`config.mk`:
```
export PLATFORM = sky130hd
export DESIGN_NAME = wcdm_lane
export DESIGN_NICKNAME = d
export VERILOG_FILES = /design/src/wcdm_pkg.sv /design/src/wcdm_lane_inv.sv /design/src/wcdm_lane.sv
export VERILOG_INCLUDE_DIRS = /design/src
export SDC_FILE = /design/constraint.sdc
export NUM_CORES = 1
export LEC_CHECK = 0
export BUFFER_PORTS_ARGS = -buffer_cell sky130_fd_sc_hd__buf_2
export CORE_ASPECT_RATIO = 0.6
export CORE_UTILIZATION = 50
export DETAILED_ROUTE_END_ITERATION = 12
export MAX_ROUTING_LAYER = met4
export PLACE_DENSITY = 0.78
export SYNTH_ARGS = -nofsm -noshare
export SYNTH_HDL_FRONTEND = slang
export SYNTH_SLANG_ARGS = --single-unit
```
`constraint.sdc`:
```
create_clock -name mclk -period 1.75 [get_ports mclk]
set_input_delay 0.2625 -clock mclk [delete_from_list [all_inputs] [get_ports mclk]]
set_output_delay 0.2625 -clock mclk [all_outputs]
set_load 0.05 [all_outputs]
```
`src/wcdm_defines.svh`:
```
`ifndef WCDM_DEFINES_SVH
`define WCDM_DEFINES_SVH

// ----------------------------------------------------------------
// Register indices on the software port
// ----------------------------------------------------------------
`define WCDM_A_MODE5    3'h0
`define WCDM_A_MODE1    3'h1
`define WCDM_A_READOUT3 3'h2
`define WCDM_A_STATUS   3'h3
`define WCDM_A_MASK     3'h4
`define WCDM_A_CTRL     3'h5

// ----------------------------------------------------------------
// Field positions
// ----------------------------------------------------------------
`define WCDM_M5_RINV    12
`define WCDM_M5_WINV    11
`define WCDM_M5_MASK    10
`define WCDM_M5_ERR     3
`define WCDM_M1_TERM    11
`define WCDM_R3_ERR     7
`define WCDM_CTRL_CRC   0
`define WCDM_ST_CRC     0
`define WCDM_ST_WRITE   1
`define WCDM_ST_DROP    2
`define WCDM_ST_CONF    3

// ----------------------------------------------------------------
// Organisation codes and timing counts
// ----------------------------------------------------------------
`define WCDM_ORG_X4     2'h0
`define WCDM_ORG_X8     2'h1
`define WCDM_ORG_X16    2'h2
`define WCDM_ALERT_MIN  4'h6
`define WCDM_ALERT_MAX  4'hA
`define WCDM_ALERT_LEN  4'h8
`define WCDM_LAST_BEAT  3'h7
`define WCDM_ZERO_LIMIT 4'h4

`endif

```
`src/wcdm_pkg.sv`:
```
package wcdm_pkg;

  // Write capture sequence
  typedef enum logic [1:0] {
    WS_IDLE = 2'b00,
    WS_BEAT = 2'b01,
    WS_DONE = 2'b10
  } wcdm_wstate_t;

  // One transfer on both byte lanes with their shared lane pins
  typedef struct packed {
    logic [15:0] dq;
    logic [1:0]  flag;
  } wcdm_beat_t;

endpackage : wcdm_pkg

```
`src/wcdm_lane_inv.sv`:
```
`timescale 1ns/1ps
`default_nettype none
`include "wcdm_defines.svh"

module wcdm_lane_inv (
  input  wire logic [7:0] byte_i,
  input  wire logic       ena,
  output var  logic [7:0] byte_o,
  output var  logic       flag_n_o
);

  // Count zeros, invert the byte when more than four would switch low
  always_comb begin
    logic [3:0] zeros;
    zeros = 4'h0;
    for (int i = 0; i < 8; i++) begin
      zeros = zeros + {3'h0, ~byte_i[i]};
    end
    flag_n_o = !(ena && (zeros > `WCDM_ZERO_LIMIT));
    byte_o   = flag_n_o ? byte_i : ~byte_i;
  end

endmodule : wcdm_lane_inv
`default_nettype wire

```
`src/wcdm_lane.sv`:
```
// Notes on behaviour
// [RULE1] Checksum error: alert low 6 to 10 cycles
// [RULE2] Error sets status and readout bit, held
// [RULE3] Controller clears error writing zero there
// [RULE4] Masking plus checksum: bad burst discarded
// [RULE5] Checksum without masking: bad burst written
// [RULE6] Narrowest organisation has no inversion, masking
// [RULE7] One lane pin, only one use active
// [RULE8] Controller avoids inversion with mask, readout
// [RULE9] Enable bits; inversion and masking exclusive
// [RULE10] Termination strobe only when others disabled
// [RULE11] Write flag low inverts the stored byte
// [RULE12] Eight write transfers, one flag each lane
// [RULE13] Read byte with over four zeros inverted
// [RULE14] Eight read transfers, flag per lane
// [RULE15] Mask acts only on writes
// [RULE16] Mask low drops byte, high writes it
// [RULE17] Controller retries writes after short alert
// [RULE18] Inversion decided per transfer, per lane
//
// Implementation choices: the address-and-strobe port and the register offsets.
`timescale 1ns/1ps
`default_nettype none
`include "wcdm_defines.svh"

module wcdm_lane (
  input  wire logic                mclk,
  input  wire logic                reset_n,
  input  wire logic [2:0]          reg_addr,
  input  wire logic [15:0]         reg_wdata,
  input  wire logic                reg_wr,
  input  wire logic                reg_rd,
  output var  logic [15:0]         reg_rdata,
  input  wire logic [1:0]          org_sel,
  input  wire logic                link_clk,
  input  wire logic                link_frame,
  input  wire wcdm_pkg::wcdm_beat_t link_beat,
  input  wire logic                crc_mismatch,
  input  wire logic                mpr_read,
  input  wire logic                rd_valid,
  input  wire logic [15:0]         rd_data,
  output var  wcdm_pkg::wcdm_beat_t rd_out,
  output var  logic                rd_dq_oe,
  output var  logic [1:0]          rd_flag_oe,
  output var  logic                arr_we,
  output var  logic [127:0]        arr_data,
  output var  logic [15:0]         arr_be,
  output var  logic                alert_o,
  output var  logic                alert_oe,
  output var  logic                term_strobe_en,
  output var  logic                irq
);

  // ----------------------------------------------------------------
  // Pin synchronisers
  // ----------------------------------------------------------------
  // Strobe, frame, data and strap share one delay so they stay aligned
  // Layout: strap [21:20], strobe [19], frame [18], beat [17:0]
  logic [21:0] sy1_q;
  logic [21:0] sy2_q;
  logic        lclk_q;
  always_ff @(posedge mclk or negedge reset_n) begin
    if (!reset_n) begin
      sy1_q  <= 22'h0;
      sy2_q  <= 22'h0;
      lclk_q <= 1'b0;
    end else begin
      sy1_q  <= {org_sel, link_clk, link_frame, link_beat};
      sy2_q  <= sy1_q;
      lclk_q <= sy2_q[19];
    end
  end

  wcdm_pkg::wcdm_beat_t beat_s;
  logic                 frame_s;
  logic                 rise;
  logic [1:0]           org_s;
  assign beat_s  = sy2_q[17:0];
  assign frame_s = sy2_q[18];
  assign org_s   = sy2_q[21:20];
  assign rise    = sy2_q[19] && !lclk_q;

  // ----------------------------------------------------------------
  // Mode decode
  // ----------------------------------------------------------------
  logic [15:0] m5_q, m5_d, m1_q, m1_d, st_q, st_d;
  logic [15:0] msk_q, msk_d, ctl_q, ctl_d;
  logic x4, x8, mask_act, winv_act, rinv_act, term_act, conflict;

  // Mask wins no pin if both uses are requested at once
  assign x4       = (org_s == `WCDM_ORG_X4);
  assign x8       = (org_s == `WCDM_ORG_X8);
  assign mask_act = m5_q[`WCDM_M5_MASK] && !m5_q[`WCDM_M5_WINV]
                    && !x4;                          // [RULE6] [RULE9]
  assign winv_act = m5_q[`WCDM_M5_WINV] && !m5_q[`WCDM_M5_MASK]
                    && !x4;                          // [RULE6] [RULE9]
  assign rinv_act = m5_q[`WCDM_M5_RINV] && !x4
                    && !mpr_read;                    // [RULE8] [RULE6]
  assign term_act = m1_q[`WCDM_M1_TERM] && x8
                    && (m5_q[12:10] == 3'h0);        // [RULE10]
  assign conflict = (m5_q[`WCDM_M5_MASK] && m5_q[`WCDM_M5_WINV])
                    || (m1_q[`WCDM_M1_TERM]
                    && (m5_q[12:10] != 3'h0));       // [RULE9] [RULE10]

  // ----------------------------------------------------------------
  // Write capture and commit
  // ----------------------------------------------------------------
  wcdm_pkg::wcdm_wstate_t ws_q, ws_d;
  wcdm_pkg::wcdm_beat_t   buf_q [8];
  wcdm_pkg::wcdm_beat_t   buf_d [8];
  logic [2:0]   cnt_q, cnt_d;
  logic         we_q, we_d;
  logic [127:0] dat_q, dat_d;
  logic [15:0]  be_q, be_d;
  logic         crc_bad, ev_err, ev_write, ev_drop;

  assign crc_bad = (ws_q == wcdm_pkg::WS_DONE) && ctl_q[`WCDM_CTRL_CRC]
                   && crc_mismatch;

  // Burst of eight transfers per lane, one pin bit each
  always_comb begin
    ws_d     = ws_q;
    cnt_d    = cnt_q;
    buf_d    = buf_q;
    we_d     = 1'b0;
    dat_d    = dat_q;
    be_d     = be_q;
    ev_err   = 1'b0;
    ev_write = 1'b0;
    ev_drop  = 1'b0;
    case (ws_q)
      wcdm_pkg::WS_IDLE: begin
        cnt_d = 3'h0;
        if (frame_s && rise) begin
          buf_d[0] = beat_s;                         // [RULE12]
          cnt_d    = 3'h1;
          ws_d     = wcdm_pkg::WS_BEAT;
        end
      end
      wcdm_pkg::WS_BEAT: begin
        if (rise) begin
          buf_d[cnt_q] = beat_s;                     // [RULE12]
          cnt_d        = cnt_q + 3'h1;
          if (cnt_q == `WCDM_LAST_BEAT) begin
            ws_d = wcdm_pkg::WS_DONE;
          end
        end
      end
      wcdm_pkg::WS_DONE: begin
        ws_d   = wcdm_pkg::WS_IDLE;
        ev_err = crc_bad;
        for (int b = 0; b < 8; b++) begin
          for (int l = 0; l < 2; l++) begin
            dat_d[b*16+l*8 +: 8] = (winv_act && !buf_q[b].flag[l])
              ? ~buf_q[b].dq[l*8 +: 8]               // [RULE11]
              : buf_q[b].dq[l*8 +: 8];
            be_d[b*2+l] = !mask_act || buf_q[b].flag[l]; // [RULE16]
          end
        end
        // Masked mode must not commit a bad burst; plain mode does
        if (crc_bad && mask_act) begin
          ev_drop = 1'b1;                            // [RULE4]
        end else begin
          we_d     = 1'b1;                           // [RULE5]
          ev_write = 1'b1;
        end
      end
      default: begin
        ws_d = wcdm_pkg::WS_IDLE;
      end
    endcase
  end

  always_ff @(posedge mclk or negedge reset_n) begin
    if (!reset_n) begin
      ws_q  <= wcdm_pkg::WS_IDLE;
      cnt_q <= 3'h0;
      we_q  <= 1'b0;
      dat_q <= 128'h0;
      be_q  <= 16'h0;
      for (int i = 0; i < 8; i++) begin
        buf_q[i] <= 18'h0;
      end
    end else begin
      ws_q  <= ws_d;
      cnt_q <= cnt_d;
      we_q  <= we_d;
      dat_q <= dat_d;
      be_q  <= be_d;
      buf_q <= buf_d;
    end
  end

  assign arr_we   = we_q;
  assign arr_data = dat_q;
  assign arr_be   = be_q;

  // ----------------------------------------------------------------
  // Alert pulse
  // ----------------------------------------------------------------
  logic [3:0] al_q, al_d;
  logic       aoe_q;
  // A new error while the pulse runs restarts it; longer is allowed
  always_comb begin
    al_d = (al_q != 4'h0) ? al_q - 4'h1 : 4'h0;
    if (ev_err) begin
      al_d = `WCDM_ALERT_LEN;                        // [RULE1]
    end
  end

  always_ff @(posedge mclk or negedge reset_n) begin
    if (!reset_n) begin
      al_q  <= 4'h0;
      aoe_q <= 1'b0;
    end else begin
      al_q  <= al_d;
      aoe_q <= (al_d != 4'h0);                       // [RULE1]
    end
  end

  // Open drain: only ever pulls low
  assign alert_o  = 1'b0;
  assign alert_oe = aoe_q;

  // ----------------------------------------------------------------
  // Read path
  // ----------------------------------------------------------------
  logic [15:0] inv_dq;
  logic [1:0]  inv_fl;
  wcdm_lane_inv u_inv_lo (
    .byte_i   (rd_data[7:0]),
    .ena      (rinv_act),
    .byte_o   (inv_dq[7:0]),
    .flag_n_o (inv_fl[0])
  );
  wcdm_lane_inv u_inv_hi (
    .byte_i   (rd_data[15:8]),
    .ena      (rinv_act),
    .byte_o   (inv_dq[15:8]),
    .flag_n_o (inv_fl[1])
  );

  wcdm_pkg::wcdm_beat_t ro_q, ro_d;
  logic       doe_q;
  logic [1:0] foe_q, foe_d;
  logic       tse_q;
  // Each transfer and lane judged alone; mask never drives on reads
  always_comb begin
    ro_d.dq   = rd_valid ? inv_dq : 16'h0;           // [RULE13] [RULE18]
    ro_d.flag = rd_valid ? inv_fl : 2'h3;            // [RULE14]
    foe_d     = {2{rd_valid && rinv_act}}
                & {!x8, 1'b1};                       // [RULE15] [RULE7]
  end

  always_ff @(posedge mclk or negedge reset_n) begin
    if (!reset_n) begin
      ro_q  <= 18'h3;
      doe_q <= 1'b0;
      foe_q <= 2'h0;
      tse_q <= 1'b0;
    end else begin
      ro_q  <= ro_d;
      doe_q <= rd_valid;
      foe_q <= foe_d;
      tse_q <= term_act;                             // [RULE7]
    end
  end

  assign rd_out         = ro_q;
  assign rd_dq_oe       = doe_q;
  assign rd_flag_oe     = foe_q;
  assign term_strobe_en = tse_q;

  // ----------------------------------------------------------------
  // Register port
  // ----------------------------------------------------------------
  logic [15:0] rdat_q, rdat_d;
  logic        irq_q;
  logic [15:0] st_set, w1c;
  logic        clr_err;

  assign st_set = {12'h0, conflict, ev_drop, ev_write, ev_err};
  assign w1c    = (reg_wr && reg_addr == `WCDM_A_STATUS)
                  ? reg_wdata : 16'h0;
  assign clr_err = reg_wr && (reg_addr == `WCDM_A_MODE5)
                   && !reg_wdata[`WCDM_M5_ERR];      // [RULE3]

  // Hardware set beats a clear in the same cycle
  always_comb begin
    m5_d  = m5_q;
    m1_d  = m1_q;
    msk_d = msk_q;
    ctl_d = ctl_q;
    if (reg_wr && reg_addr == `WCDM_A_MODE5) begin
      m5_d[12:10] = reg_wdata[12:10];                // [RULE9]
    end
    if (reg_wr && reg_addr == `WCDM_A_MODE1) begin
      m1_d[`WCDM_M1_TERM] = reg_wdata[`WCDM_M1_TERM]; // [RULE10]
    end
    if (reg_wr && reg_addr == `WCDM_A_MASK) begin
      msk_d = {12'h0, reg_wdata[3:0]};
    end
    if (reg_wr && reg_addr == `WCDM_A_CTRL) begin
      ctl_d = {15'h0, reg_wdata[`WCDM_CTRL_CRC]};
    end
    m5_d[`WCDM_M5_ERR] = ev_err
      || (m5_q[`WCDM_M5_ERR] && !clr_err);           // [RULE2] [RULE3]
    st_d   = st_set | (st_q & ~w1c);
    rdat_d = 16'h0;
    if (reg_rd) begin
      case (reg_addr)
        `WCDM_A_MODE5:    rdat_d = m5_q;
        `WCDM_A_MODE1:    rdat_d = m1_q;
        `WCDM_A_READOUT3: rdat_d = {8'h0, m5_q[`WCDM_M5_ERR],
                                    7'h0};           // [RULE2]
        `WCDM_A_STATUS:   rdat_d = st_q;
        `WCDM_A_MASK:     rdat_d = msk_q;
        `WCDM_A_CTRL:     rdat_d = ctl_q;
        default:          rdat_d = 16'h0;
      endcase
    end
  end

  always_ff @(posedge mclk or negedge reset_n) begin
    if (!reset_n) begin
      m5_q   <= 16'h0;
      m1_q   <= 16'h0;
      st_q   <= 16'h0;
      msk_q  <= 16'h0;
      ctl_q  <= 16'h0;
      rdat_q <= 16'h0;
      irq_q  <= 1'b0;
    end else begin
      m5_q   <= m5_d;
      m1_q   <= m1_d;
      st_q   <= st_d;
      msk_q  <= msk_d;
      ctl_q  <= ctl_d;
      rdat_q <= rdat_d;
      irq_q  <= |(st_d & msk_d);
    end
  end

  assign reg_rdata = rdat_q;
  assign irq       = irq_q;
endmodule : wcdm_lane
`default_nettype wire

```
==> impl_metrics.toml, run 1 <==
[synthesis]
number_of_enable_type_register_cells_in_the_synthesized_netlist = 0
proportion_of_synthesized_chip_area_in_sequential_cells_pct = 61.56
yosysWarningCount = 0
yosys.cell_count.top_type = "sky130_fd_sc_hd__dfrtp_1"
synthesis.instances = 1341
synth_largest_area_cell = "sky130_fd_sc_hd__dfrtp_1"
synth_area_per_cell_sq_um = 12.77
synthArstFlopShare_pct = 100.0
synth.cell_area_sq_um = 17120
synth.cells.most_frequent = "419 x sky130_fd_sc_hd__dfrtp_1, 166 x sky130_fd_sc_hd__nand2_1, 144 x sky130_fd_sc_hd__xnor2_1"
netlist.area_leader.share_pct = 61.25
post_synth_num_cell_types = 60
synth.top_cells.by_area = "sky130_fd_sc_hd__dfrtp_1 61%, sky130_fd_sc_hd__mux2_2 8.7%, sky130_fd_sc_hd__xnor2_1 7.4%"
ys.flop_type = "sky130_fd_sc_hd__dfrtp_1"
synth.net_count = 1421
synth.ff_latch_count = 421

[timing]
setup_repair_after_global_routing_missed_its_margin = "yes"
timing_worst_slew_pin_value_ns = 0.6972
achievable-frequency_mhz = 343.9
worst_slack_ns = -1.157
hold_viol_final = 0
period_minus_slack_ns = 2.907
slew_violations = 0
finalSetupViolCount = 152
max-slew-margin-rel_pct = 53.52
fin_skew_ns = 0.01518
post-route-period-util_pct = 166.1

[clock_tree]
tritoncts = "built"
ctsHtreeMaxLevel = 2
root_buffer = "sky130_fd_sc_hd__clkbuf_16"
cts-buffers-inserted = 39
clk_path_buf_depth = 3
worst_skew_pair.late_latency_ns = 0.55
tritoncts_num_sinks = 421
cts.clk_slew.worst_paths_ns = 0.06

[placement]
placed_cell_areas_sq_um = 19540
hpwlAfterDp_um = 28380
port_buffers = 248
post-place-cells = 2058
finalWeightedCongestion = 0.8810

[run]
max_capacitance_violation_count = 0

[route]
detail_route.iter0.violations = 812
detail_route.wl_per_cell_um = 20.37
drt-pass1-iter-count = 5
wirelength_um = 45240
num_vias = 11808
drt-vias-per-instance = 5.317
drtAntennaViolNets = 0
post-route-drc-count = 0

[min_path]
worstHoldPathType = "input port to register"
hold_start = "reg_wdata[0]"

[setup_path]
cp.arrival_ns = 3.34
startpoint = "rd_data[0]"
critPathRequiredTime_ns = 2.18
critical_path.max_fanout = 4
crit_path_start_kind = "input port"
setup.worst_path.class = "input port to register"
worstReg2RegStart = "lclk_q"
crit_path_end_kind = "register"

[grt]
grt_util_all_layers_pct = 27.11
globalRoute.busiestLayer = "met1"
globalRouteMet2Util_pct = 39.20
antenna_found_initial = 7
grt_max_degree = 107
grt_pass1_wl_um = 69950
number_of_global_route_vias_before_repair = 12109
grt_util_met1_pct = 39.30
grt_util_met3_pct = 4.966
gr-total-overflow = 0

[pwr]
total_leakage_power_nw = 11.01
report.power.total_mw = 27.41
power.ir.vdd_worst_v = 0.0007914
power.density_cell_area_nw_per_um2 = 1215

[floorplan]
start_util_pct = 50.79
floorplan.rows = 52
fp.dieArea_sq_um = 35010
io_pins = 250
chipWidth_um = 240.9
die_height_um = 145.3
core_sq_um = 33700

[finish]
area_growth_syn_to_layout_pct = 31.76
post_route_cells_drive_above_1_share_pct = 36.61
instances_no_fill = 2221
finish.net_count = 1812
final_area_sq_um = 22560
filler_cell_count = 2464

[outcome]
violations = "negative setup slack"
status = "finished with violations"
## layer usage
| layer | wire length (um) | up-vias |
|---|---|---|
| li1 | - | 5304 |
| met1 | 20790 | 6086 |
| met2 | 20780 | 340 |
| met3 | 2562 | 78 |
| met4 | 1103 | 0 |
| met5 | 0 | - |
## worst max-delay path: stages
cell	delay, ns
sky130_fd_sc_hd__buf_8	0.10
sky130_fd_sc_hd__inv_4	0.05
sky130_fd_sc_hd__ha_4	0.20
sky130_fd_sc_hd__fa_1	0.51
sky130_fd_sc_hd__fa_1	0.44
sky130_fd_sc_hd__fa_2	0.39
sky130_fd_sc_hd__fa_2	0.56
sky130_fd_sc_hd__o21bai_1	0.09
sky130_fd_sc_hd__a21boi_2	0.23
sky130_fd_sc_hd__o21ai_4	0.10
sky130_fd_sc_hd__buf_12	0.14
sky130_fd_sc_hd__xnor2_2	0.13
sky130_fd_sc_hd__and2_1	0.14
## flip-flops by register name (all words and copies together) (netlist names), 16 cells and up
signal and count:
buf_q 144, msk_q 16, sy1_q 22, arr_data 128, arr_be 16, sy2_q 22
reg_rdata 16, st_q 16, rd_out 18
## timing repair
| action | 4_1_cts | 5_1_grt |
|---|---|---|
| gates cloned | 18 | 2 |
| endpoints found under the setup margin | 166 | 162 |
| gates resized for setup | 120 | 41 |
| hold buffers | 38 | 0 |
| endpoints found under the hold margin | 192 | 0 |
| buffers inserted | 28 | 15 |
| pin swaps | 20 | 14 |
## kinds of logic after synthesis
kind of cell	synth area share, %
other	0.02191
DFF	61.56
and+or+nand+nor	9.487
xor gates and xnor gates	7.367
muxes	10.17
AOI/OAI and AO/OA	7.345
adders and majority gates	1.520
buffers and inverters	2.536
## final cells by class
cell class	count	area (sq um)	share of cell area [%]
Multi-Input combinational cell	835	6680	29.62
Clock buffer	55	1076	4.770
Tap cell	459	574.3	2.546
Sequential cell	421	10540	46.73
Timing Repair Buffer	415	3443	15.27
Clock inverter	13	130.1	0.5769
Inverter	20	105.1	0.4659
Antenna cell	3	7.507	0.03328
## path summary, 6_finish.rpt
path                              to  slack (ns)  depth (start not counted)
min in group asynchronous  rd_out[9]        0.19                          2
setup / recovery           rd_out[9]       -1.16                         13
max in group asynchronous   m5_q[11]        0.81                          4
hold reg to reg             sy2_q[1]        0.34                          0
hold / removal              ctl_q[0]        0.04                          2
setup reg to reg           buf_q[88]       -0.25                          8
## per-stage QoR
stage | worst slack [ns] | utilization [%] | TNS, ns | hold WS [ns]
4_1_cts | -1.079 | 66.23 | -39.72 | 0.004468
5_1_grt | -1.238 | 66.92 | -47.39 | 0.01581
3_3_place_gp | -1.651 | 57.97 | -33.39 | 0.1665
6_report | -1.157 | 66.93 | -37.41 | 0.03509
3_5_place_dp | -1.818 | 57.97 | -41.73 | 0.1676
2_1_floorplan | -1.392 | - | -24.21 | -0.03309
## cells in the final DEF (no fill, tap or decap), types with 12 or more instances in the layout
master / instances
sky130_fd_sc_hd__a21oi_1: 16
sky130_fd_sc_hd__buf_6: 12
sky130_fd_sc_hd__nor2_8: 12
sky130_fd_sc_hd__buf_12: 35
sky130_fd_sc_hd__buf_4: 67
sky130_fd_sc_hd__a22oi_1: 13
sky130_fd_sc_hd__o21ai_0: 63
sky130_fd_sc_hd__mux2_4: 91
sky130_fd_sc_hd__dlygate4sd3_1: 38
sky130_fd_sc_hd__nor2b_1: 21
sky130_fd_sc_hd__nand2_1: 165
sky130_fd_sc_hd__and2_1: 32
sky130_fd_sc_hd__buf_2: 243
sky130_fd_sc_hd__clkbuf_16: 41
sky130_fd_sc_hd__clkbuf_1: 12
sky130_fd_sc_hd__xnor2_1: 139
sky130_fd_sc_hd__mux2_2: 60
sky130_fd_sc_hd__inv_1: 15
sky130_fd_sc_hd__o21ai_1: 93
sky130_fd_sc_hd__dfrtp_1: 417
sky130_fd_sc_hd__buf_16: 15
sky130_fd_sc_hd__nor2_1: 27
## power breakdown
part / switching (mW) / internal [mW] / total (mW)
Clock: 3.68 / 4.61 / 8.29
Combinational: 2.95 / 3.84 / 6.80
Sequential: 1.23 / 11.1 / 12.3
(Power assumes the default switching activity.)
==> run 2, diff against run 1 <==
==> constraint.sdc (replaced) <==
create_clock -name mclk -period 2.6 [get_ports mclk]
set_input_delay 0.39 -clock mclk [delete_from_list [all_inputs] [get_ports mclk]]
set_output_delay 0.39 -clock mclk [all_outputs]
set_load 0.05 [all_outputs]
==> run 2 against run 1 <==
Net effect:
- the run still ends with negative setup slack left
- sequential cell count is the same
- wire length down 9.8%
- sequential power down 33%
- via count down 7.1%
- worst hold slack gained 0.025 ns
- highest routed layer unchanged
==> impl_metrics.toml, run 2 (synthesis results as in run 1) <==
[outcome]
status = "finished with violations"
violations = "negative setup slack"

[finish]
largest_register_ff_count = 144
multi_input_comb_area_sq_um = 6327
final_area_sq_um = 20980
post_route_cells_drive_above_1_share_pct = 33.21
regArea_sq_um = 10540
commonest_non_fill_non_tap_cells_in_the_layout = "419 x sky130_fd_sc_hd__dfrtp_1, 243 x sky130_fd_sc_hd__buf_2, 166 x sky130_fd_sc_hd__nand2_1, 132 x sky130_fd_sc_hd__mux2_2, 131 x sky130_fd_sc_hd__xnor2_1"
finish.net_count = 1713
layout_commonest_cell = "sky130_fd_sc_hd__dfrtp_1"
instances_no_fill = 2125
filler_cell_count = 2636
most_flop_heavy_register = "buf_q"
area_growth_syn_to_layout_pct = 22.53
utilization_pct = 62.24

[timing]
hold_viol_final = 0
post-route-period-util_pct = 114.8
finalSetupViolCount = 18
fin_hold_ws_ns = 0.05996
timing_worst_slew_pin_value_ns = 0.9191
period_minus_slack_ns = 2.986
max-slew-margin-rel_pct = 38.73
setup_repair_after_global_routing_missed_its_margin = "yes"
worst_slack_ns = -0.3860
achievable-frequency_mhz = 334.9
fin_skew_ns = 0.02053
slew_violations = 0

[floorplan]
io_pins = 250
start_util_pct = 50.79
die_height_um = 145.3
floorplan.rows = 52
fp.dieArea_sq_um = 35010
chipWidth_um = 240.9
core_sq_um = 33700

[setup_path]
path_buf_inv = 3
cp.arrival_ns = 3.46
crit_path_start_kind = "input port"
crit_chain = "buf_12 > inv_12 > ha_4 > fa_1 > fa_1 > fa_2 > fa_1 > o21bai_1 > a21boi_2 > o21ai_4 > buf_12 > xnor2_2 > and2_1"
worst_path_largest_cell_delay_ns = 0.49
slowest_stage = "sky130_fd_sc_hd__fa_1"
critical_path.max_fanout = 8
path_common_cell = "sky130_fd_sc_hd__fa_1"
critPathRequiredTime_ns = 3.07
crit_path_end_kind = "register"
setup.worst_path.class = "input port to register"
worst_path_dominant_cell_family = "adder cells"

[route]
detail_route.wl_per_cell_um = 19.20
wirelength_um = 40800
detail_route.iter0.violations = 648
drtAntennaViolNets = 0
num_vias = 10969
drt-vias-per-instance = 5.162
post-route-drc-count = 0
drt-pass1-iter-count = 5

[grt]
grt_util_all_layers_pct = 24.82
gr-total-overflow = 0
number_of_global_route_vias_before_repair = 11289
antenna_found_initial = 1
grt_pass1_wl_um = 64360
grt_max_degree = 175

[placement]
finalWeightedCongestion = 0.8356
hpwlAfterDp_um = 26960
placed_cell_areas_sq_um = 19100
post-place-cells = 2021
port_buffers = 248

[min_path]
worstHoldPathType = "input port to register"

[clock_tree]
cts-buffers-inserted = 40
cts.clk_slew.worst_paths_ns = 0.06
worst_skew_pair.late_latency_ns = 0.54
tritoncts_num_sinks = 421
clk_path_buf_depth = 3
root_buffer = "sky130_fd_sc_hd__clkbuf_16"
tritoncts = "built"
ctsHtreeMaxLevel = 2

[pwr]
p_int_mw = 13.11
swShare_pct = 27.74
total_leakage_power_nw = 10.20
clockPowerShare_pct = 34.9
power.ir.vdd_worst_v = 0.0005423
power_frac_comb_pct = 19.4
power.switching_mw = 5.034
power.share.sequential_pct = 45.6
report.power.total_mw = 18.15
power.density_cell_area_nw_per_um2 = 865.1

[run]
max_capacitance_violation_count = 0
==> run 2: layout make-up <==
type                       instances  area share (%)
clock inverter                    21           1.485
clock buffer                      53           5.392
timing repair buffer             315           9.484
inverter                          20          0.4891
multi-input combinational        835           30.16
antenna                            1         0.01193
tap                              459           2.738
sequential                       421           50.24
==> run 2: final timing paths <==
| kind | start | to | slack, ns | cells past startpoint |
|---|---|---|---|---|
| min in group asynchronous | reset_n | rd_out[7] | 0.41 | 2 |
| max | rd_data[9] | rd_out[13] | -0.39 | 13 |
| max reg2reg | m5_q[10] | arr_data[10] | 0.46 | 4 |
| max in group asynchronous | reset_n | arr_data[54] | 1.39 | 3 |
| min reg2reg | sy1_q[6] | sy2_q[6] | 0.34 | 0 |
| min | reg_wdata[8] | st_q[8] | 0.06 | 2 |
==> run 2: per-stage QoR <==
| stage | TNS, ns | worst slack (ns) |
|---|---|---|
| after global routing | -7.429 | -0.4935 |
| after CTS | -5.744 | -0.4031 |
| after detailed placement | -17.78 | -1.060 |
| final | -5.845 | -0.3860 |
| after global placement | -15.62 | -0.9186 |
| after floorplan | -11.00 | -0.6695 |
==> run 2: power groups by stage <==
stage          Combinational [mW]  Sequential (mW)  Clock (mW)
5_1_grt                      3.84             8.41        6.74
6_report                     3.53             8.28        6.34
3_3_place_gp                 3.32             8.34           0
3_5_place_dp                 3.43             8.40           0
4_1_cts                      3.53             8.29        6.45
2_1_floorplan                2.55             8.34           0
==> run 2: metal layers <==
| metal | vias up | global-route usage (%) | wire length (um) |
|---|---|---|---|
| li1 | 5076 | - | - |
| met1 | 5537 | 35.66 | 19120 |
| met2 | 285 | 36.55 | 18590 |
| met3 | 71 | 4.737 | 2215 |
| met4 | 0 | 5.981 | 872 |
| met5 | - | - | 0 |
==> run 2: timing repair <==
item                                   CTS  global route
setup endpoints to repair               18            18
hold buffers                            23             0
pin swaps                               22            15
buffers inserted                         7             1
gates resized for setup                 23             7
endpoints found under the hold margin   73             0
==> run 3, diff against run 2 <==
--- a/config.mk
+++ b/config.mk
@@ -8,10 +8,11 @@
 export LEC_CHECK = 0
 export BUFFER_PORTS_ARGS = -buffer_cell sky130_fd_sc_hd__buf_2
 export CORE_ASPECT_RATIO = 0.6
-export CORE_UTILIZATION = 50
+export CORE_UTILIZATION = 35
 export DETAILED_ROUTE_END_ITERATION = 12
 export MAX_ROUTING_LAYER = met4
-export PLACE_DENSITY = 0.78
+export PLACE_DENSITY = 0.59
+export SLEW_MARGIN = 5
 export SYNTH_ARGS = -nofsm -noshare
 export SYNTH_HDL_FRONTEND = slang
 export SYNTH_SLANG_ARGS = --single-unit
==> constraint.sdc (replaced) <==
create_clock -name mclk -period 2.5 [get_ports mclk]
set_input_delay 0.375 -clock mclk [delete_from_list [all_inputs] [get_ports mclk]]
set_output_delay 0.375 -clock mclk [all_outputs]
set_load 0.05 [all_outputs]
==> run 3 against run 2 <==
Net effect:
- the run still ends with negative setup slack left
- sequential cell count did not move
- largest power group unchanged
- critical path depth unchanged
- wire length grew 7.1%
- non-clock buffer count rose by 6
- highest routed layer unchanged
- count of clock-buffer cells in the layout up 5
- sequential share of layout area down 0.51 points
==> impl_metrics.toml, run 3 (synthesis results as in run 1) <==
[pwr]
report.power.total_mw = 18.98
power.density_cell_area_nw_per_um2 = 895.4
power.ir.vdd_worst_v = 0.0004141
total_leakage_power_nw = 10.17

[placement]
hpwlAfterDp_um = 29910
finalWeightedCongestion = 0.8569
port_buffers = 248

[setup_path]
critPathRequiredTime_ns = 2.94
crit_chain = "buf_12 > inv_12 > ha_4 > fa_1 > fa_1 > fa_2 > fa_1 > o21bai_1 > a21boi_2 > o21ai_4 > buf_12 > xnor2_1 > and2_1"
crit_path_start_kind = "input port"
setup.reg_to_reg.worst_slack_ns = 0.45
path_common_cell = "sky130_fd_sc_hd__fa_1"
worst_path_dominant_cell_family = "adder cells"
crit_path_end_kind = "register"
setup.worst_path.class = "input port to register"
cp.arrival_ns = 3.36
critical_path.max_fanout = 8
worst_path_largest_cell_delay_ns = 0.52
path_buf_inv = 3
slowest_stage = "sky130_fd_sc_hd__fa_1"

[floorplan]
fp.dieArea_sq_um = 49830
chipWidth_um = 287.5
start_util_pct = 35.65
floorplan.rows = 62
die_height_um = 173.3
io_pins = 250
core_sq_um = 48020

[route]
drt-vias-per-instance = 4.718
detail_route.iter0.violations = 681
wirelength_um = 43680
post-route-drc-count = 0
num_vias = 10928
detail_route.wl_per_cell_um = 18.86
drt-pass1-iter-count = 5
drtAntennaViolNets = 0

[finish]
largest_register_ff_count = 144
layout_commonest_cell = "sky130_fd_sc_hd__dfrtp_1"
finish.net_count = 1722
insertedDiodeCount = 0
utilization_pct = 44.13
commonest_non_fill_non_tap_cells_in_the_layout = "419 x sky130_fd_sc_hd__dfrtp_1, 243 x sky130_fd_sc_hd__buf_2, 166 x sky130_fd_sc_hd__nand2_1, 143 x sky130_fd_sc_hd__xnor2_1, 132 x sky130_fd_sc_hd__mux2_2"
post_route_cells_drive_above_1_share_pct = 32.94
filler_cell_count = 4464
most_flop_heavy_register = "buf_q"
area_growth_syn_to_layout_pct = 23.80

[timing]
finalSetupViolCount = 18
setup_repair_after_global_routing_missed_its_margin = "yes"
achievable-frequency_mhz = 341.6
post-route-period-util_pct = 117.1
timing_worst_slew_pin_value_ns = 0.8263
slew_violations = 0
worst_slack_ns = -0.4277
fin_skew_ns = 0.03091
period_minus_slack_ns = 2.928
max-slew-margin-rel_pct = 44.91
hold_viol_final = 0

[clock_tree]
tritoncts = "built"
clk_path_buf_depth = 3
worst_skew_pair.late_latency_ns = 0.56
tritoncts_num_sinks = 421
ctsHtreeMaxLevel = 2
cts.clk_slew.worst_paths_ns = 0.06
cts-buffers-inserted = 43
root_buffer = "sky130_fd_sc_hd__clkbuf_16"

[grt]
grt_pass1_wl_um = 68260
antenna_found_initial = 6
grt_util_all_layers_pct = 18.45
gr-total-overflow = 0
grt_max_degree = 119
number_of_global_route_vias_before_repair = 11410

[outcome]
violations = "negative setup slack"
status = "finished with violations"

[min_path]
worstHoldPathType = "input port to register"

[run]
max_capacitance_violation_count = 0
-- run 3: changes by cell type in the layout (fill, tap and decap cells not counted), moves of 3 or more --
cell,change
sky130_fd_sc_hd__xnor2_2,-12
sky130_fd_sc_hd__inv_6,-3
sky130_fd_sc_hd__xnor2_1,+12
sky130_fd_sc_hd__clkinv_2,+5
sky130_fd_sc_hd__buf_6,-4
sky130_fd_sc_hd__clkbuf_16,+3
sky130_fd_sc_hd__buf_4,+8
sky130_fd_sc_hd__clkbuf_8,+3
sky130_fd_sc_hd__bufinv_16,-3
-- run 3: layout make-up --
cell class / instances / area (sq um) / area share (%)
clock buffer: 58 / 1244 / 5.868
clock inverter: 21 / 234.0 / 1.104
inverter: 20 / 105.1 / 0.4959
multi-input combinational: 835 / 6237 / 29.43
sequential: 421 / 10540 / 49.72
tap: 640 / 800.8 / 3.778
timing repair buffer: 321 / 2034 / 9.600
-- run 3: stage by stage --
stage	hold slack (ns)	cell area [sq um]	setup slack [ns]	TNS [ns]	instances
floorplan	0.07941	17200	-0.7545	-12.53	1341
global placement	0.3343	19350	-1.066	-17.93	2208
detailed placement	0.3347	19350	-1.134	-19.15	2208
CTS	0.01506	21170	-0.3786	-5.839	2315
global route	0.02427	21190	-0.5121	-8.088	2316
finish	0.04056	21190	-0.4277	-6.621	2316
-- run 3: repair_timing --
item / CTS / global route
hold endpoints to repair: 69 / 0
pin swaps: 16 / 6
hold buffers: 24 / 0
gates resized for setup: 14 / 4
setup endpoints to repair: 18 / 18
buffers inserted: 6 / 4
-- run 3: path summary, 6_finish.rpt --
| kind | from | end | cells after the start |
|---|---|---|---|
| min in group asynchronous | reset_n | buf_q[119] | 2 |
| hold reg to reg | sy1_q[1] | sy2_q[1] | 0 |
| max in group asynchronous | reset_n | alert_oe | 3 |
| setup / recovery | rd_data[9] | rd_out[10] | 13 |
| setup reg to reg | lclk_q | buf_q[37] | 5 |
| hold / removal | reg_wdata[12] | st_q[12] | 2 |
-- run 3: metal layers --
metal	global-route usage, %	wire length, um
met5	-	0
met2	26.72	19410
met3	2.724	2120
met1	27.19	21310
met4	4.145	846
-- run 3: report_power, final --
part	internal [mW]	switching [mW]
logic	1.92	1.73
registers	7.77	0.856
clock network	3.92	2.78
